## src/ucw_params.svh

```systemverilog
// Purpose: constants for the control word zero block
// Assumes: included by bare name, definitions only
// Notes: offsets are byte addresses on a 32-bit bus
//
// Behaviour
// - bit 27 gates end-of-block interrupt
// - bit 26 gates receiver timeout interrupt
// - bits 25:21 driver lead before start bit
// - bits 20:16 driver tail after last stop
// - lead and tail counted in sample ticks
// - bit 14 gates character match interrupt
// - bit 13 turns mute mode on
// - bit 11 picks idle or address wake
// - bit 10 parity on, bit 9 odd
// - bit 8 gates parity fault interrupt
// - bit 7 gates transmit empty interrupt
// - bit 6 gates transmit done interrupt
// - bit 5 gates receive ready or overrun
// - bit 4 gates idle line interrupt
// - bit 1 allows deep-sleep wake, slow clock
// - format fields locked while block enabled
// - received byte equal match value sets flag, outside mute only
// - enabled events ORed onto one line
`ifndef UCW_PARAMS_SVH
`define UCW_PARAMS_SVH
// ----------------------------------------
// register map
// ----------------------------------------
`define UCW_OFS_CTL 12'h000
`define UCW_OFS_STATUS 12'h008
`define UCW_OFS_MATCH 12'h00c
`define UCW_CTL_RESET 32'h00000000
`define UCW_VALID_FULL 32'h0fffffff
`define UCW_VALID_BASE 32'h03ffffff
`define UCW_LOCK_MASK 32'h03ff9e00
// ----------------------------------------
// field positions
// ----------------------------------------
`define UCW_B_BLKEND 27
`define UCW_B_RXTO 26
`define UCW_F_LEAD_HI 25
`define UCW_F_LEAD_LO 21
`define UCW_F_TAIL_HI 20
`define UCW_F_TAIL_LO 16
`define UCW_B_SAMPLE 15
`define UCW_B_MATCHIE 14
`define UCW_B_MUTE 13
`define UCW_B_SIZE 12
`define UCW_B_WAKEM 11
`define UCW_B_PAR 10
`define UCW_B_ODD 9
`define UCW_B_PARIE 8
`define UCW_B_TXEIE 7
`define UCW_B_TXDIE 6
`define UCW_B_RXIE 5
`define UCW_B_IDLE_IRQ_EN 4
`define UCW_B_TXON 3
`define UCW_B_RXON 2
`define UCW_B_WAKE 1
`define UCW_B_ON 0
`endif

```

## src/ucw_pkg.sv

```systemverilog
// Purpose: types shared by the control word zero block
// Assumes: nothing
// Notes: state codes are binary
package ucw_pkg;
    // driver enable sequencer states
    typedef enum logic [1:0] {
        UCW_DE_IDLE = 2'b00,
        UCW_DE_LEAD = 2'b01,
        UCW_DE_ON = 2'b10,
        UCW_DE_TAIL = 2'b11
    } ucw_de_state_e;
endpackage
```

## src/ucw_control_word_zero.sv

```systemverilog
// Purpose: control word zero register, interrupt gating, match and driver timing
// Assumes: AHB-Lite single word transfers, status flags come from the datapath
// Notes: zero wait state slave, always OKAY
//
// Design decision made here: the AHB-Lite slave port.
`timescale 1ns/1ps
`default_nettype none
`include "ucw_params.svh"
module ucw_control_word_zero
    import ucw_pkg::*;
#(
    parameter bit HAS_BLOCK_EXT = 1'b1 // 0 for the second instance
) (
    // clock and reset
    input wire logic clk,
    input wire logic srst,
    // ahb-lite slave
    input wire logic hsel,
    input wire logic [31:0] haddr,
    input wire logic [1:0] htrans,
    input wire logic hwrite,
    input wire logic [2:0] hsize,
    input wire logic [31:0] hwdata,
    input wire logic hready,
    output logic hreadyout,
    output logic [31:0] hrdata,
    output logic hresp,
    // status flags from the datapath
    input wire logic blockEndFlag,
    input wire logic rxTimeoutFlag,
    input wire logic parityFaultFlag,
    input wire logic txEmptyFlag,
    input wire logic txDoneFlag,
    input wire logic rxReadyFlag,
    input wire logic overrunFlag,
    input wire logic idleLineFlag,
    // receive character stream
    input wire logic rxCharValid,
    input wire logic [8:0] rxChar,
    // clocking and power
    input wire logic sampleTick,
    input wire logic kernelClkSlow,
    // transmitter handshake
    input wire logic txFrameReq,
    input wire logic txMsgEnd,
    // configuration to the datapath
    output logic sampleRateSelect,
    output logic frameSizeSelect,
    output logic muteSelect,
    output logic muteWakeMethod,
    output logic parityOn,
    output logic parityOddSelect,
    output logic txOn,
    output logic rxOn,
    output logic blockOn,
    // line and interrupt
    output logic lineDriverEnable,
    output logic startGo,
    output logic irqOut,
    output logic wakeReq
);
    // ----------------------------------------
    // constants
    // ----------------------------------------
    localparam logic [31:0] VALID_MASK = HAS_BLOCK_EXT ? `UCW_VALID_FULL : `UCW_VALID_BASE;
    localparam logic [31:0] LOCK_MASK = `UCW_LOCK_MASK;

    // address decode helper
    function automatic logic isReg(input logic [11:0] a, input logic [11:0] ofs);
        isReg = (a[11:2] == ofs[11:2]);
    endfunction

    // ----------------------------------------
    // bus state
    // ----------------------------------------
    logic wrPend_r, wrPend_nxt; // write data phase pending
    logic [11:0] wrAddr_r, wrAddr_nxt; // address of pending write
    logic [31:0] rdData_r, rdData_nxt; // read data for the data phase
    logic addrTake; // address phase accepted
    logic wrCtl; // data phase write to control word
    logic wrStatus; // data phase write to status
    logic wrMatch; // data phase write to match value

    // ----------------------------------------
    // register state
    // ----------------------------------------
    logic [31:0] ctl_r, ctl_nxt; // control word zero
    logic [7:0] match_r, match_nxt; // character match value
    logic matchFlag_r, matchFlag_nxt; // sticky character match flag
    logic irq_r, irq_nxt; // interrupt request flop
    logic wake_r, wake_nxt; // deep-sleep wake request flop
    logic matchHit; // received byte equals match value
    logic irqAny; // any enabled event present
    logic [31:0] lockedBits; // locked fields view
    logic deLine; // driver enable from sequencer
    logic deGo; // start release from sequencer

    // ----------------------------------------
    // bus decode
    // ----------------------------------------
    // accept an address phase on a selected non-idle transfer
    assign addrTake = hsel && htrans[1] && hready;
    assign wrCtl = wrPend_r && isReg(wrAddr_r, `UCW_OFS_CTL);
    assign wrStatus = wrPend_r && isReg(wrAddr_r, `UCW_OFS_STATUS);
    assign wrMatch = wrPend_r && isReg(wrAddr_r, `UCW_OFS_MATCH);

    // next values of the bus pipeline and read mux
    always_comb begin
        wrPend_nxt = addrTake && hwrite;
        wrAddr_nxt = addrTake ? haddr[11:0] : wrAddr_r;
        rdData_nxt = 32'h00000000;
        if (addrTake && !hwrite) begin
            if (isReg(haddr[11:0], `UCW_OFS_CTL)) begin
                rdData_nxt = ctl_r; // reserved bits held at zero
            end else if (isReg(haddr[11:0], `UCW_OFS_STATUS)) begin
                rdData_nxt = {29'h00000000, irq_r, deLine, matchFlag_r};
            end else if (isReg(haddr[11:0], `UCW_OFS_MATCH)) begin
                rdData_nxt = {24'h000000, match_r};
            end else begin
                rdData_nxt = 32'h00000000; // unmapped reads zero
            end
        end
    end

    // register the bus pipeline
    always_ff @(posedge clk) begin
        if (srst) begin
            wrPend_r <= 1'b0;
            wrAddr_r <= 12'h000;
            rdData_r <= 32'h00000000;
        end else begin
            wrPend_r <= wrPend_nxt;
            wrAddr_r <= wrAddr_nxt;
            rdData_r <= rdData_nxt;
        end
    end

    // ----------------------------------------
    // control word and match value
    // ----------------------------------------
    // write with format fields held while the block is on
    always_comb begin
        ctl_nxt = ctl_r;
        match_nxt = match_r;
        if (wrCtl) begin
            ctl_nxt = hwdata & VALID_MASK;
            if (ctl_r[`UCW_B_ON]) begin
                ctl_nxt = (ctl_nxt & ~LOCK_MASK) | (ctl_r & LOCK_MASK);
            end
        end
        if (wrMatch) begin
            match_nxt = hwdata[7:0];
        end
    end

    // register the control word
    always_ff @(posedge clk) begin
        if (srst) begin
            ctl_r <= `UCW_CTL_RESET;
            match_r <= 8'h00;
        end else begin
            ctl_r <= ctl_nxt;
            match_r <= match_nxt;
        end
    end

    assign lockedBits = ctl_r & LOCK_MASK;

    // ----------------------------------------
    // character match
    // ----------------------------------------
    // whole byte compare in normal reception only, not while muted
    assign matchHit = rxCharValid && ctl_r[`UCW_B_ON] && ctl_r[`UCW_B_RXON]
        && !ctl_r[`UCW_B_MUTE] && (rxChar[7:0] == match_r);

    // sticky flag, write one to clear, a new hit beats the clear
    always_comb begin
        matchFlag_nxt = matchFlag_r;
        if (wrStatus && hwdata[0]) begin
            matchFlag_nxt = 1'b0;
        end
        if (matchHit) begin
            matchFlag_nxt = 1'b1;
        end
    end

    // ----------------------------------------
    // interrupt and wake
    // ----------------------------------------
    // each event gated by its enable, all ORed together
    always_comb begin
        irqAny = 1'b0;
        irqAny = irqAny || (blockEndFlag && ctl_r[`UCW_B_BLKEND]);
        irqAny = irqAny || (rxTimeoutFlag && ctl_r[`UCW_B_RXTO]);
        irqAny = irqAny || (matchFlag_r && ctl_r[`UCW_B_MATCHIE]);
        irqAny = irqAny || (parityFaultFlag && ctl_r[`UCW_B_PARIE]);
        irqAny = irqAny || (txEmptyFlag && ctl_r[`UCW_B_TXEIE]);
        irqAny = irqAny || (txDoneFlag && ctl_r[`UCW_B_TXDIE]);
        irqAny = irqAny || ((rxReadyFlag || overrunFlag) && ctl_r[`UCW_B_RXIE]);
        irqAny = irqAny || (idleLineFlag && ctl_r[`UCW_B_IDLE_IRQ_EN]);
        irq_nxt = irqAny;
        // wake only on the slow kernel clocks with the block running
        wake_nxt = irqAny && ctl_r[`UCW_B_WAKE] && ctl_r[`UCW_B_ON] && kernelClkSlow;
    end

    // register flag, interrupt and wake
    always_ff @(posedge clk) begin
        if (srst) begin
            matchFlag_r <= 1'b0;
            irq_r <= 1'b0;
            wake_r <= 1'b0;
        end else begin
            matchFlag_r <= matchFlag_nxt;
            irq_r <= irq_nxt;
            wake_r <= wake_nxt;
        end
    end

    // ----------------------------------------
    // driver enable sequencer
    // ----------------------------------------
    // lead and tail measured in sample ticks of the chosen rate
    ucw_driver_timer u_timer (
        .clk(clk),
        .srst(srst),
        .txOn(ctl_r[`UCW_B_TXON] && ctl_r[`UCW_B_ON]),
        .sampleTick(sampleTick),
        .leadTime(ctl_r[`UCW_F_LEAD_HI:`UCW_F_LEAD_LO]),
        .tailTime(ctl_r[`UCW_F_TAIL_HI:`UCW_F_TAIL_LO]),
        .txFrameReq(txFrameReq),
        .txMsgEnd(txMsgEnd),
        .lineDriverEnable(deLine),
        .startGo(deGo)
    );

    // ----------------------------------------
    // outputs
    // ----------------------------------------
    assign hreadyout = 1'b1; // zero wait states
    assign hrdata = rdData_r;
    assign hresp = 1'b0; // always OKAY
    assign sampleRateSelect = ctl_r[`UCW_B_SAMPLE];
    assign frameSizeSelect = ctl_r[`UCW_B_SIZE];
    assign muteSelect = ctl_r[`UCW_B_MUTE];
    assign muteWakeMethod = ctl_r[`UCW_B_WAKEM];
    assign parityOn = ctl_r[`UCW_B_PAR];
    assign parityOddSelect = ctl_r[`UCW_B_ODD];
    assign txOn = ctl_r[`UCW_B_TXON];
    assign rxOn = ctl_r[`UCW_B_RXON];
    assign blockOn = ctl_r[`UCW_B_ON];
    assign lineDriverEnable = deLine;
    assign startGo = deGo;
    assign irqOut = irq_r;
    assign wakeReq = wake_r;
endmodule // ucw_control_word_zero
`default_nettype wire

```

## src/ucw_driver_timer.sv

```systemverilog
// Purpose: driver enable lead and tail sequencer
// Assumes: sampleTick is one pulse per sample time
// Notes: a new frame during the tail keeps the driver on
`timescale 1ns/1ps
`default_nettype none
module ucw_driver_timer
    import ucw_pkg::*;
(
    // clock and reset
    input wire logic clk,
    input wire logic srst,
    // control
    input wire logic txOn,
    input wire logic sampleTick,
    input wire logic [4:0] leadTime,
    input wire logic [4:0] tailTime,
    // transmitter handshake
    input wire logic txFrameReq,
    input wire logic txMsgEnd,
    // outputs
    output logic lineDriverEnable,
    output logic startGo
);
    ucw_de_state_e state_r, state_nxt; // sequencer state
    logic [4:0] cnt_r, cnt_nxt; // sample ticks counted
    logic de_r, de_nxt; // driver enable flop
    logic go_r, go_nxt; // start bit may begin

    // next state of the sequencer
    always_comb begin
        state_nxt = state_r;
        cnt_nxt = cnt_r;
        de_nxt = de_r;
        go_nxt = 1'b0;
        case (state_r)
            UCW_DE_IDLE: begin
                if (txOn && txFrameReq) begin
                    state_nxt = UCW_DE_LEAD;
                    cnt_nxt = 5'h00;
                    de_nxt = 1'b1;
                end
            end
            UCW_DE_LEAD: begin
                if (cnt_r == leadTime) begin
                    state_nxt = UCW_DE_ON;
                    go_nxt = 1'b1;
                end else if (sampleTick) begin
                    cnt_nxt = cnt_r + 5'h01;
                end
            end
            UCW_DE_ON: begin
                if (txMsgEnd) begin
                    state_nxt = UCW_DE_TAIL;
                    cnt_nxt = 5'h00;
                end
            end
            UCW_DE_TAIL: begin
                if (txFrameReq) begin
                    state_nxt = UCW_DE_ON;
                    go_nxt = 1'b1;
                end else if (cnt_r == tailTime) begin
                    state_nxt = UCW_DE_IDLE;
                    de_nxt = 1'b0;
                end else if (sampleTick) begin
                    cnt_nxt = cnt_r + 5'h01;
                end
            end
            default: begin
                state_nxt = UCW_DE_IDLE;
                de_nxt = 1'b0;
            end
        endcase
        if (!txOn) begin
            state_nxt = UCW_DE_IDLE;
            de_nxt = 1'b0;
            go_nxt = 1'b0;
        end
    end

    // register the sequencer
    always_ff @(posedge clk) begin
        if (srst) begin
            state_r <= UCW_DE_IDLE;
            cnt_r <= 5'h00;
            de_r <= 1'b0;
            go_r <= 1'b0;
        end else begin
            state_r <= state_nxt;
            cnt_r <= cnt_nxt;
            de_r <= de_nxt;
            go_r <= go_nxt;
        end
    end

    assign lineDriverEnable = de_r;
    assign startGo = go_r;
endmodule // ucw_driver_timer
`default_nettype wire

```

## config.mk

```make
export PLATFORM = sky130hd
export DESIGN_NAME = ucw_control_word_zero
export DESIGN_NICKNAME = d
export VERILOG_FILES = /design/src/ucw_pkg.sv /design/src/ucw_control_word_zero.sv /design/src/ucw_driver_timer.sv
export VERILOG_INCLUDE_DIRS = /design/src
export SDC_FILE = /design/constraint.sdc
export NUM_CORES = 1
export LEC_CHECK = 0
export ABC_AREA = 0
export BUFFER_PORTS_ARGS = -buffer_cell sky130_fd_sc_hd__buf_2
export CORE_ASPECT_RATIO = 1.4
export CORE_UTILIZATION = 43
export CTS_CLUSTER_SIZE = 10
export DETAILED_ROUTE_END_ITERATION = 10
export GPL_ROUTABILITY_DRIVEN = 0
export PLACE_DENSITY = 0.75
export SLEW_MARGIN = 5
export SYNTH_ARGS = -nofsm -noshare
export SYNTH_HDL_FRONTEND = slang
export SYNTH_HIERARCHICAL = 1
export SYNTH_SLANG_ARGS = --single-unit
```

## constraint.sdc

```tcl
create_clock -name clk -period 1.9 [get_ports clk]
set_input_delay 0.095 -clock clk [delete_from_list [all_inputs] [get_ports clk]]
set_output_delay 0.095 -clock clk [all_outputs]
set_load 0.02 [all_outputs]
```

== Yosys cells after proc, flatten, opt, wreduce, memory -nomap -nowiden ==
Index checks and enable logic that the tools add are counted.
Word-level totals
  register bits after elaboration: 97
  input port bits: 96
  output and inout port bits: 47
Operators by class
  add/subtract/negate cells: 1
  equal/unequal tests: 18
  mux-type cells: 26
  bitwise logic cells: 3
  reductions and logical operators: 45
Operator list (number)
  $eq 10x2->1 const B: 4
  $mux 32: 1
  $mux 5: 6
  $mux 28: 1
  $or 28x26->28: 1
  $logic_and 1x1->1: 25
  $logic_not 10->1: 2
  $pmux 5 s4: 1
  $mux 8: 2
  $eq 5x5->1: 2
  $mux 2: 5
  $eq 8x8->1: 1
  $logic_or 1x1->1: 8
  $ne 2x2->1 const B: 4
  $pmux 2 s4: 1
  $reduce_and 4->1: 2
  $mux 1: 7
  $ne 2x1->1 const B: 3
  $add 5x1->5 const B: 1
  $reduce_and 5->1: 1
  $eq 2x2->1 const B: 2
  $pmux 1 s2: 2
  $reduce_bool 2->1: 2
  $reduce_or 2->1: 2
  other kinds (5): 7

== Longest topological paths before layout ==
Gate-level depths: netlist (run 1).
  depth in word-level cells: 11
  depth in mapped cells: 7
  gate-level depth less buffers: 6

== By module ==
Netlist (run 1), hierarchy kept.
By module, submodules not included
  ucw_control_word_zero: times used 1, cells an instance 307, area each 2912.8 um2, seq. area each 1561.5 um2
  ucw_driver_timer: times used 1, cells an instance 78, area each 701.9 um2, seq. area each 180.2 um2

== Worst setup path after synthesis (run 1) ==
OpenSTA, ideal clock, no wires.
  path type: reg2reg
  from: register wrAddr_r[9]
  to: register ctl_r[16]
  arrival time: 1823 ps
  required time: 1768 ps
  path slack: -55 ps
  cell stages (with the launch flop): 8
  cells stage by stage: dfxtp_1 or4b_4 buf_6 or4_1 buf_2 buf_6 nand2_1 a21oi_1
On the way
  longest elaborated chain between the ends: 2
Ends and longest elaborated chain
  start, declared: line ucw_control_word_zero.sv:77  | logic [11:0] wrAddr_r, wrAddr_nxt;
  start signal, assigned: line ucw_control_word_zero.sv:133  | wrAddr_r <= wrAddr_nxt;
  $logic_not 10->1: line ucw_control_word_zero.sv:70  | isReg = (a[11:2] == ofs[11:2]);
  $logic_and 1x1->1: line ucw_control_word_zero.sv:103  | assign wrCtl = wrPend_r && isReg(wrAddr_r, `UCW_OFS_CTL);
  end signal, assigned: line ucw_control_word_zero.sv:159  | ctl_r <= `UCW_CTL_RESET;
  end signal, assigned: line ucw_control_word_zero.sv:162  | ctl_r <= ctl_nxt;
  end, declared: line ucw_control_word_zero.sv:87  | logic [31:0] ctl_r, ctl_nxt;
Every way passes these cells.
A chain may end at the register's enable or synchronous reset.

== Worst setup path in the final report (run 1) ==
  from: register wrAddr_r[5]
  to: register ctl_r[1]
The elaborated chain is that of the path after synthesis.

==> metrics.md, run 1 <==
| Metric | Value |
|---|---|
| Global-route wire length before repair | `13.7 mm` |
| Status | `finished clean` |
| Final WL | `8.57 mm` |
| Met1 Wirelength | `3.42 mm` |
| Die W | `79.5 um` |
| Post-synthesis sequential area ratio | `48.2%` |
| Ys Warns | `6` |
| Met3 wire len | `467 um` |
| Unique masters post-synth | `54` |
| Via-per-instance ratio | `5.07` |
| Placed Area | `0.00427 mm2` |
| Core Rows | `39` |
| Clk root buf | `clkbuf_16` |
| FF+latch count, synth | `87` |
| Mean Syn Cell Area | `9.39 um2` |
| Worst Skew | `0.00587 ns` |
| CP bufs+invs | `2` |
| Dominant synthesized flop cell | `dfxtp_1` |
| Total Routing Usage GR | `20.2%` |
| Syn Inst Count | `385` |
| PwrDens | `820 mW/mm2` |
| Fraction of layout cells with a size suffix above 1 | `32.3%` |
| Vias in the first global route | `2,939` |
| Fin crit share | `98.0%` |
| Final std cells w/o fill | `610` |
| Startpoint type of the worst setup path | `flip-flop` |
| Post-route ant nets | `0` |
| R2R depth | `6` |
| Initial Util | `44.4%` |
| Max Freq | `0.537 GHz` |
| RSZ-0062 raised after global routing | `true` |
| Total chip power | `3850 uW` |
| DRT Pass-1 Iters | `4` |
| Delay-heaviest family, CP | `simple AND/OR/NAND/NOR gates` |
| Slew HR | `64.2%` |
| CP Capture Type | `flip-flop` |
| H-tree depth | `3` |
| Top routing layer used | `met4` |
| Synthesis-to-layout area growth | `30.0%` |
| Critical Path RT | `2.11 ns` |
| Iter 0 DRT Violations | `141` |
| Worst-path clk slew | `0.06 ns` |
| Number of port buffers | `105` |
| Reg2reg end | `ctl_r[1]` |
| Worst Setup SP | `wrAddr_r[5]` |
| Drt drc | `0` |
| FFs w/ async S/R, synth | `0%` |
| Fin nets | `602` |
| Maximum capacitance violations | `0` |
| # clock sinks | `87` |
| Die area | `0.00878 mm2` |
| Worst-Skew Late Latency | `0.33 ns` |
| Reg-to-reg slack, setup | `0.04 ns` |
| Post-route cell area | `0.00470 mm2` |
| Worst-path maximum fanout | `7` |
| Synthesized cell area | `0.00361 mm2` |
| WP depth | `6` |
| Core box area | `0.00815 mm2` |
| Post-layout min period | `1.86 ns` |
| Final hold violation count | `0` |
| Detail Placement HPWL | `6.19 mm` |
| Hold Crit Class | `in -> reg` |
| Initial antenna violation count | `0` |
| IO Pins | `143` |
| Crit-path cells | `or4_4, nor4b_4, buf_4, buf_12, mux2i_2, nor2_1` |
| Final setup violation count | `0` |
| Drt wl/cell | `14.0 um` |
| Routed vias | `3,090` |
| Worst slew pin tran | `0.536 ns` |
| Peak VDD IR | `544 uV` |
| TritonCTS buffer count | `9` |
| Post-synth EDFFs | `0` |
| CP peak stage delay | `0.58 ns` |
| Antenna cells | `0` |
| Critical Path Sink | `ctl_r[1]` |
| Die Ht | `110 um` |
| Worst r2r src | `wrAddr_r[5]` |
| CP Data Arrival Time | `2.07 ns` |
| Leak | `0.00196 uW` |
| Gr ovfl total | `0` |
| Type of the worst setup path | `reg -> reg` |
| Clk buf depth | `2` |
| Metal2 WL | `4.49 mm` |
| Slowest-stage cell, CP | `or4_4` |
| Pin count of the biggest net entering global routing | `26` |
| Max Transition Viols Final | `0` |
| CTS tree | `built` |
| Placed Cells | `584` |
synth_stat cells (2+ instances only):
cell type	n	area (um2)
dfxtp_1	87	1740
nand2_1	59	221
a21oi_1	37	185
nor2_1	23	86.3
and2_1	22	138
mux2i_1	22	220
xnor2_1	12	105
buf_4	9	67.6
clkbuf_1	9	33.8
nor2_2	9	56.3
a22oi_1	7	52.6
nand3_1	7	35.0
inv_1	6	22.5
nor2b_1	6	37.5
nor4_1	6	37.5
o21ai_0	6	30.0
nor3_1	5	25.0
xor2_1	5	43.8
buf_2	4	20.0
and3_1	3	18.8
buf_6	2	22.5
conb_1	2	7.51
nand4_1	2	12.5
nor4_4	2	42.5
nor4b_4	2	47.6
o211ai_1	2	15.0
or4_1	2	15.0
through the flow:
step	hold slack, ns	worst slack [ns]	setup TNS (ns)	utilization [%]
after floorplan	0.176	-0.0236	-0.331	-
after global placement	0.337	-0.0196	-0.0937	52.4
after detailed placement	0.344	-0.0476	-0.544	52.4
after CTS	0.000621	0.0177	0	57.0
after global routing	0.00193	-0.0194	-0.0331	57.7
final	0.00530	0.0375	0	57.7
kinds of logic after synthesis:
family,synth area share (%)
xor gates and xnor gates,4.57
buffers and inverters,4.71
DFF,48.2
other,0.208
muxes,6.40
and+or+nand+nor,23.7
adders and majority gates,0.346
AOI/OAI and AO/OA,11.8
cell type report:
type                            instances  area [um2]
Clock buffer                           11         253
Clock inverter                          3        43.8
Fill cell                             723        3450
Inverter                                6        22.5
Multi-Input combinational cell        271        1740
Sequential cell                        87        1740
Tap cell                              102         128
Timing Repair Buffer                  130         776
where the power goes:
group / internal, uW / switching, uW
sequential: 1840 / 12.4
combinational: 114 / 127
clock: 1080 / 687
total: 3030 / 827
cells in the final DEF, fill, tap and decap left out, drive strengths merged, types with 2 or more instances in the layout:
master	n
o211ai	2
and3	4
o31ai	2
nor4b	2
nand4	2
clkbuf	12
or4	2
nor4	8
a21oi	37
xor2	5
nor2	32
a22oi	7
conb	6
dfxtp	87
buf	121
o21ai	7
nor3	6
a31oi	2
xnor2	13
clkinv	2
dlygate4sd3	8
and2	22
nand3	8
mux2i	22
nand2	59
a21o	2
inv	6
nor2b	6
worst register-to-register path, stage by stage (launching register included):
cell	delay, ns
dfxtp_2	0.32
or4_4	0.58
nor4b_4	0.26
buf_4	0.17
buf_12	0.13
mux2i_2	0.22
nor2_1	0.06
routing by layer:
| metal | up-vias | GRT usage, % |
|---|---|---|
| met5 | - | 0 |
| met4 | 0 | 9.21 |
| met3 | 16 | 5.12 |
| met2 | 110 | 35.4 |
| met1 | 1430 | 22.3 |
| li1 | 1534 | - |
flip-flops by register name (all words and copies together) (netlist names):
register	flops
ctl_r	28
hrdata	28
wrAddr_r	10
match_r	8
u_timer/cnt_r	5
u_timer/state_r	2
irqOut	1
matchFlag_r	1
u_timer/lineDriverEnable	1
u_timer/startGo	1
wakeReq	1
wrPend_r	1
worst min path at each step:
stage / startpoint / end / cells after the start
floorplan: srst / irqOut / 1
global placement: hwdata[27] / ctl_r[27] / 3
detailed placement: hwdata[13] / ctl_r[13] / 3
CTS: hwdata[20] / ctl_r[20] / 3
global route: hwdata[9] / ctl_r[9] / 3
finish: hwdata[8] / ctl_r[8] / 3
repair_timing:
item | 4_1_cts | 5_1_grt
hold buffers | 8 | 0
resized for setup | 1 | 2
cloned | 0 | 1
setup endpoints to repair | 26 | 4
setup buffers | 0 | 3
pin swaps | 0 | 2
endpoints found under the hold margin | 8 | 0
Power figures use the tool's default switching activity.
==> run 2: changes to the inputs <==
--- a/config.mk
+++ b/config.mk
@@ -6,14 +6,14 @@
 export SDC_FILE = /design/constraint.sdc
 export NUM_CORES = 1
 export LEC_CHECK = 0
-export ABC_AREA = 0
+export ABC_AREA = 1
 export BUFFER_PORTS_ARGS = -buffer_cell sky130_fd_sc_hd__buf_2
 export CORE_ASPECT_RATIO = 1.4
 export CORE_UTILIZATION = 43
 export CTS_CLUSTER_SIZE = 10
 export DETAILED_ROUTE_END_ITERATION = 10
 export GPL_ROUTABILITY_DRIVEN = 0
-export PLACE_DENSITY = 0.75
+export PLACE_DENSITY = 0.74
 export SLEW_MARGIN = 5
 export SYNTH_ARGS = -nofsm -noshare
 export SYNTH_HDL_FRONTEND = slang
==> run 2 against run 1 <==
Net effect: power increased by 3.7%; cell count increased by 23%; first-iteration DRC count increased by 34%; fmax increased by 16%; largest power group is now the clock network.
==> metrics.md, run 2 <==
| Metric | Value |
|---|---|
| Max Transition Viols Final | `0 (unchanged)` |
| Status | `finished clean` |
| Worst-path maximum fanout | `7 (unchanged)` |
| Post-route cell area | `0.00472 mm2 (+0.35%)` |
| Placed Cells | `736 (+26%)` |
| Yosys top cell area share | `45.6% (-2.5 points)` |
| Post-route ant nets | `0 (unchanged)` |
| Die Ht | `113 um (+2.7%)` |
| Detail Placement HPWL | `6.83 mm (+10%)` |
| Gr ovfl total | `0 (unchanged)` |
| Fill count | `850 (+18%)` |
| Max Freq | `0.620 GHz (+16%)` |
| CP Data Arrival Time | `1.88 ns (-0.19 ns)` |
| Mean Syn Cell Area | `7.09 um2 (-24%)` |
| Util after Layout | `54.8% (-2.9 points)` |
| Post-layout min period | `1.61 ns (-0.250 ns)` |
| Ys Warns | `6 (unchanged)` |
| Switching power | `829 uW (+0.20%)` |
| Drt wl/cell | `12.2 um (-13%)` |
| PwrDens | `847 mW/mm2 (+3.3%)` |
| CTS tree | `built` |
| Clock network power share | `47.3% (+1.6 points)` |
| Syn Inst Count | `538 (+40%)` |
| FF+latch count, synth | `87 (unchanged)` |
| Die area | `0.00926 mm2 (+5.4%)` |
| Pre-CTS setup slack | `0.346 ns (+0.394 ns)` |
| Fin nets | `740 (+23%)` |
| Synthesis-to-layout area growth | `23.6%` |
| Antenna cells | `0 (unchanged)` |
| Die W | `81.6 um (+2.7%)` |
| Core Rows | `40 (+2.6%)` |
| Worst Setup SP | `ctl_r[0]` |
| Fin crit share | `84.8% (-13 points)` |
| Placed Area | `0.00438 mm2 (+2.7%)` |
| Vias in the first global route | `3,375 (+15%)` |
| Hold Crit Class | `in -> reg` |
| Dominant synthesized flop cell | `dfxtp_1` |
| Initial antenna violation count | `0 (unchanged)` |
| Worst-Skew Late Latency | `0.33 ns (about the same)` |
| Hold path depth | `3 (unchanged)` |
| Slew HR | `61.6% (-2.7 points)` |
| R2R depth | `12 (+6)` |
| Type of the worst setup path | `reg -> reg` |
| Sw Ratio | `20.7% (-0.72 points)` |
| Worst r2r src | `ctl_r[0]` |
| Maximum capacitance violations | `0 (unchanged)` |
| Synth area leaders | `dfxtp_1 (46%), nor2_1 (9.4%), nand2_1 (9.3%)` |
| Final setup violation count | `0 (unchanged)` |
| Yosys top cell by area | `dfxtp_1` |
| Most frequent cells in the layout | `buf_2 (105), nor2_1 (96), nand2_1 (95), dfxtp_1 (87), inv_1 (86)` |
| Commonest non-fill, non-tap cell in the layout | `buf_2` |
| Pint | `3170 uW (+4.6%)` |
| Reg-to-reg slack, setup | `0.29 ns (+0.25 ns)` |
| Final WL | `9.17 mm (+7.0%)` |
| Core box area | `0.00861 mm2 (+5.6%)` |
| Leak | `0.00224 uW (+14%)` |
| Final hold violation count | `0 (unchanged)` |
| Initial Util | `44.3% (about the same)` |
| Routed vias | `3,577 (+16%)` |
| Worst Skew | `0.00857 ns (+0.00270 ns)` |
| RSZ-0062 raised after global routing | `false` |
| Worst-path clk slew | `0.06 ns (about the same)` |
| Peak VDD IR | `476 uV (-13%)` |
| Iter 0 DRT Violations | `189 (+34%)` |
| # clock sinks | `87 (unchanged)` |
| Unique masters post-synth | `36 (-33%)` |
| IO Pins | `143 (unchanged)` |
| Total Routing Usage GR | `21.2% (+0.96 points)` |
| Startpoint type of the worst setup path | `flip-flop` |
| Clk root buf | `clkbuf_16` |
| Number of port buffers | `105 (unchanged)` |
| Most common cell in the netlist | `nor2_1` |
| Pin count of the biggest net entering global routing | `43 (+65%)` |
| DRT Pass-1 Iters | `5 (+1)` |
| Global-route wire length before repair | `14.9 mm (+9.2%)` |
| H-tree depth | `3 (unchanged)` |
| Drt drc | `0 (unchanged)` |
| TNS Setup | `0 ns (unchanged)` |
| Setup Fix Bufs, Post-CTS | `0 (unchanged)` |
| Synthesized cell area | `0.00382 mm2 (+5.6%)` |
| Worst slew pin tran | `0.574 ns (+0.0386 ns)` |
| Reg power frac | `46.4% (-1.6 points)` |
| Comb pwr share | `6.2% (about the same)` |
| Post-synth EDFFs | `0 (unchanged)` |
| Reg2reg end | `u_timer/cnt_r[3]` |
| Via-per-instance ratio | `4.75 (-6.2%)` |
| CP Capture Type | `flip-flop` |
| Post-synthesis sequential area ratio | `45.6% (-2.5 points)` |
| TritonCTS buffer count | `9 (unchanged)` |
| Synth cell count leaders | `nor2_1 (96), nand2_1 (95), dfxtp_1 (87), inv_1 (86), o21ai_0 (50)` |
| Clk buf depth | `2 (unchanged)` |
| FFs w/ async S/R, synth | `0% (unchanged)` |
| Hold Startpoint | `hwdata[20]` |
| Fraction of layout cells with a size suffix above 1 | `22.2% (-10 points)` |
| Hold endpoint | `ctl_r[20]` |
| Final std cells w/o fill | `753 (+23%)` |
| Critical Path RT | `2.16 ns (+0.05 ns)` |
| Worst setup margin | `0.288 ns (+0.250 ns)` |
run 2: cell types whose count changed after synthesis, moves of 7 or more:
| cell | change |
|---|---|
| mux2i_1 | -22 |
| o21ai_0 | +44 |
| o21ai_1 | +8 |
| inv_1 | +80 |
| a22oi_1 | -7 |
| nor2_1 | +73 |
| and2_1 | -22 |
| nand3_1 | +10 |
| nand2_1 | +36 |
| xnor2_1 | -7 |
| nor2_2 | -8 |
run 2: how the worst max path moves through the flow:
| stage | end | cells after the start |
|---|---|---|
| final | u_timer/cnt_r[3] | 12 |
| after CTS | ctl_r[22] | 6 |
| after floorplan | u_timer/cnt_r[0] | 13 |
| after global placement | u_timer/cnt_r[2] | 13 |
| after detailed placement | u_timer/cnt_r[3] | 12 |
| after global routing | u_timer/cnt_r[3] | 12 |
run 2: cell type report:
type | count | area, um2 | share of cell area, %
clock buffers | 13 | 260 | 5.52
clock inverters | 3 | 65.1 | 1.38
inverters | 91 | 343 | 7.27
multi-input cells | 343 | 1600 | 34.0
flip-flops and latches | 87 | 1740 | 36.9
well taps | 105 | 131 | 2.79
repair buffers | 111 | 573 | 12.1
run 2: power groups by stage:
stage                     clock (uW)  sequential [uW]  combinational, uW
after floorplan                    0             1900                143
after global placement             0             1900                243
after detailed placement           0             1900                246
after CTS                       1920             1860                249
after global routing            2010             1860                279
final                           1890             1860                248
run 2: routing by layer:
metal	vias up	GRT usage, %	wire [um]
li1	1853	-	-
met1	1592	24.2	3670
met2	112	36.2	4670
met4	0	10.6	293
met5	-	0	0
met3	20	4.72	535
run 2: logic make-up after synthesis:
logic type / Yosys count / synth area share (%)
other cells: 2 / 0.197
xor+xnor: 9 / 2.07
compound gates: 98 / 13.1
flops: 87 / 45.6
buf+inv: 112 / 12.8
simple gates: 229 / 25.9
fa+ha+maj: 1 / 0.328
run 2: critical path, stage by stage, from the launching register on:
cell	delay, ns
dfxtp_1	0.43
nand2_1	0.07
inv_1	0.08
inv_1	0.05
o21ai_1	0.16
nand2_1	0.10
inv_2	0.10
o21ai_2	0.08
clkinv_2	0.05
nand2_2	0.06
nor2_4	0.16
nand2_1	0.07
a21oi_1	0.14
run 2: timing repair:
action / 4_1_cts / 5_1_grt
setup endpoints to repair: 0 / 0
resized for setup: 0 / 0
hold endpoints to repair: 1 / 0
hold buffers: 1 / 0
run 2: per-stage QoR:
step                power, uW  hold slack [ns]
floorplan                2040            0.164
global placement         2140            0.342
detailed placement       2140            0.340
CTS                      4030          0.00355
global route             4150           0.0233
finish                   4000           0.0128
==> run 3: changes to the inputs <==
--- a/config.mk
+++ b/config.mk
@@ -6,14 +6,14 @@
 export SDC_FILE = /design/constraint.sdc
 export NUM_CORES = 1
 export LEC_CHECK = 0
-export ABC_AREA = 1
+export ABC_AREA = 0
 export BUFFER_PORTS_ARGS = -buffer_cell sky130_fd_sc_hd__buf_2
 export CORE_ASPECT_RATIO = 1.4
 export CORE_UTILIZATION = 43
 export CTS_CLUSTER_SIZE = 10
 export DETAILED_ROUTE_END_ITERATION = 10
 export GPL_ROUTABILITY_DRIVEN = 0
-export PLACE_DENSITY = 0.74
+export PLACE_DENSITY = 0.75
 export SLEW_MARGIN = 5
 export SYNTH_ARGS = -nofsm -noshare
 export SYNTH_HDL_FRONTEND = slang
==> constraint.sdc (replaced) <==
create_clock -name clk -period 1.4 [get_ports clk]
set_input_delay 0.07 -clock clk [delete_from_list [all_inputs] [get_ports clk]]
set_output_delay 0.07 -clock clk [all_outputs]
set_load 0.02 [all_outputs]
==> run 3 against run 2 <==
Net effect: the run now ends with setup timing left; via count is 6.6% lower; first-iteration DRC count is 29% lower; clock power is 30% higher; cell count is 13% lower; utilization is 11 points higher; die area is 5.2% lower; global-route usage is 1.2 points higher; critical path type unchanged.
==> metrics.md, run 3 (synthesized netlist as in run 1, its figures left out) <==
| Metric | Value |
|---|---|
| Hold Crit Class | `in -> reg` |
| Total Routing Usage GR | `22.4% (+1.2 points)` |
| IO Pins | `143 (unchanged)` |
| Critical Path RT | `1.62 ns (-0.54 ns)` |
| Leak | `0.00221 uW (-1.1%)` |
| Worst Skew | `0.00718 ns (-0.00139 ns)` |
| CTS tree | `built` |
| Initial antenna violation count | `0 (unchanged)` |
| Antenna cells | `0 (unchanged)` |
| Total chip power | `5380 uW (+35%)` |
| Worst-path clk slew | `0.07 ns (about the same)` |
| Via-per-instance ratio | `5.09 (+7.1%)` |
| Die area | `0.00878 mm2 (-5.2%)` |
| RSZ-0062 raised after global routing | `true` |
| Final std cells w/o fill | `657 (-13%)` |
| Max Freq | `0.523 GHz (-16%)` |
| PwrDens | `998 mW/mm2 (+18%)` |
| Global-route wire length before repair | `15.1 mm (+1.3%)` |
| DRT Pass-1 Iters | `4 (-1)` |
| Top routing layer used | `met4` |
| Core Rows | `39 (-2.5%)` |
| Clk root buf | `clkbuf_16` |
| Final hold slack | `0.00840 ns (-0.00441 ns)` |
| CP Data Arrival Time | `2.13 ns (+0.25 ns)` |
| Met3 wire len | `446 um (-17%)` |
| CP Capture Type | `flip-flop` |
| Worst setup margin | `-0.512 ns (-0.800 ns)` |
| Worst-Skew Late Latency | `0.34 ns (about the same)` |
| Routed vias | `3,341 (-6.6%)` |
| Final setup violation count | `40 (+40)` |
| Vias in the first global route | `3,251 (-3.7%)` |
| TritonCTS buffer count | `9 (unchanged)` |
| Drt wl/cell | `15.3 um (+26%)` |
| Initial Util | `44.4% (about the same)` |
| Pin count of the biggest net entering global routing | `28 (-35%)` |
| Die Ht | `110 um (-2.6%)` |
| Number of port buffers | `105 (unchanged)` |
| Hold path depth | `3 (unchanged)` |
| Crit-path cells | `or4b_4, nor4b_4, buf_4, buf_12, mux2i_2, nor2_1` |
| # clock sinks | `87 (unchanged)` |
| Slowest-stage cell, CP | `or4b_4` |
| Util after Layout | `66.1% (+11 points)` |
| Fin crit share | `137% (+52 points)` |
| Post-layout min period | `1.91 ns (+0.300 ns)` |
| Peak VDD IR | `807 uV (+69%)` |
| Metal2 WL | `5.48 mm (+17%)` |
| Final hold violation count | `0 (unchanged)` |
| Fraction of layout cells with a size suffix above 1 | `42.7% (+20 points)` |
| Worst-path maximum fanout | `7 (unchanged)` |
| Post-route cell area | `0.00539 mm2 (+14%)` |
| H-tree depth | `3 (unchanged)` |
| Iter 0 DRT Violations | `135 (-29%)` |
| Most frequent cells in the layout | `buf_2 (105), dfxtp_1 (73), nand2_1 (48), dlygate4sd3_1 (33), a21oi_1 (29)` |
| Placed Area | `0.00439 mm2 (+0.26%)` |
| Maximum capacitance violations | `0 (unchanged)` |
| Startpoint type of the worst setup path | `flip-flop` |
| Detail Placement HPWL | `6.40 mm (-6.3%)` |
| Failing checks | `setup timing` |
| Clk buf depth | `2 (unchanged)` |
| Status | `complete, but fails checks` |
| Post-route ant nets | `0 (unchanged)` |
| CP peak stage delay | `0.62 ns (+0.19 ns)` |
| R2R depth | `6 (-6)` |
| Final WL | `10.0 mm (+9.6%)` |
| Met1 Wirelength | `3.92 mm (+6.7%)` |
| Synthesis-to-layout area growth | `49.1%` |
| Commonest non-fill, non-tap cell in the layout | `buf_2` |
| Placed Cells | `599 (-19%)` |
| Type of the worst setup path | `reg -> reg` |
| Gr ovfl total | `0 (unchanged)` |
| Drt drc | `0 (unchanged)` |
| Max Transition Viols Final | `0 (unchanged)` |
| Die W | `79.5 um (-2.6%)` |
| Core box area | `0.00815 mm2 (-5.3%)` |
| Fin nets | `647 (-13%)` |
[run 3: power by group]
part | total, uW | leakage, uW | internal, uW | switching, uW
sequential | 2510 | 0.000709 | 2490 | 17.7
combinational | 427 | 0.00135 | 220 | 207
clock | 2450 | 0.000153 | 1410 | 1040
total | 5380 | 0.00221 | 4120 | 1260
[run 3: worst max-delay path: cells and delay by family (launching register included)]
family	cells	cell delay, ns
multiplexers	1	0.21
AND/OR/NAND/NOR	3	0.92
flip-flops	1	0.33
buffers and inverters	2	0.32
[run 3: layer usage]
metal | up-vias | GRT usage (%)
met5 | - | 0
met1 | 1585 | 24.4
met3 | 17 | 4.21
li1 | 1634 | -
met4 | 0 | 9.09
met2 | 105 | 40.9
[run 3: cell type report]
| cell class | count | area (um2) |
|---|---|---|
| fill | 634 | 2760 |
| clock inverter | 7 | 77.6 |
| multi-input combinational | 272 | 1960 |
| sequential | 87 | 1760 |
| tap | 102 | 128 |
| timing repair buffer | 174 | 1210 |
| clock buffer | 9 | 225 |
| inverter | 6 | 22.5 |
[run 3: per-stage QoR]
step                      TNS [ns]  worst slack, ns
final                       -17.04           -0.512
after global placement      -15.54           -0.472
after global routing        -19.76           -0.572
after CTS                   -16.35           -0.470
after floorplan             -17.50           -0.524
after detailed placement    -15.84           -0.484
[run 3: repair_timing]
item / in CTS / in global routing
resized for setup: 17 / 53
pin swaps: 6 / 30
setup endpoints to repair: 43 / 46
endpoints found under the hold margin: 38 / 0
hold buffers: 33 / 0
buffers inserted: 2 / 5
cloned: 1 / 2
[run 3: path summary, 6_finish.rpt]
check                 end         start  slack [ns]
max              ctl_r[6]   wrAddr_r[7]       -0.51
min           wrAddr_r[5]      haddr[5]       0.008
min reg2reg  wrAddr_r[11]  wrAddr_r[11]        0.46
max reg2reg      ctl_r[6]   wrAddr_r[7]       -0.51
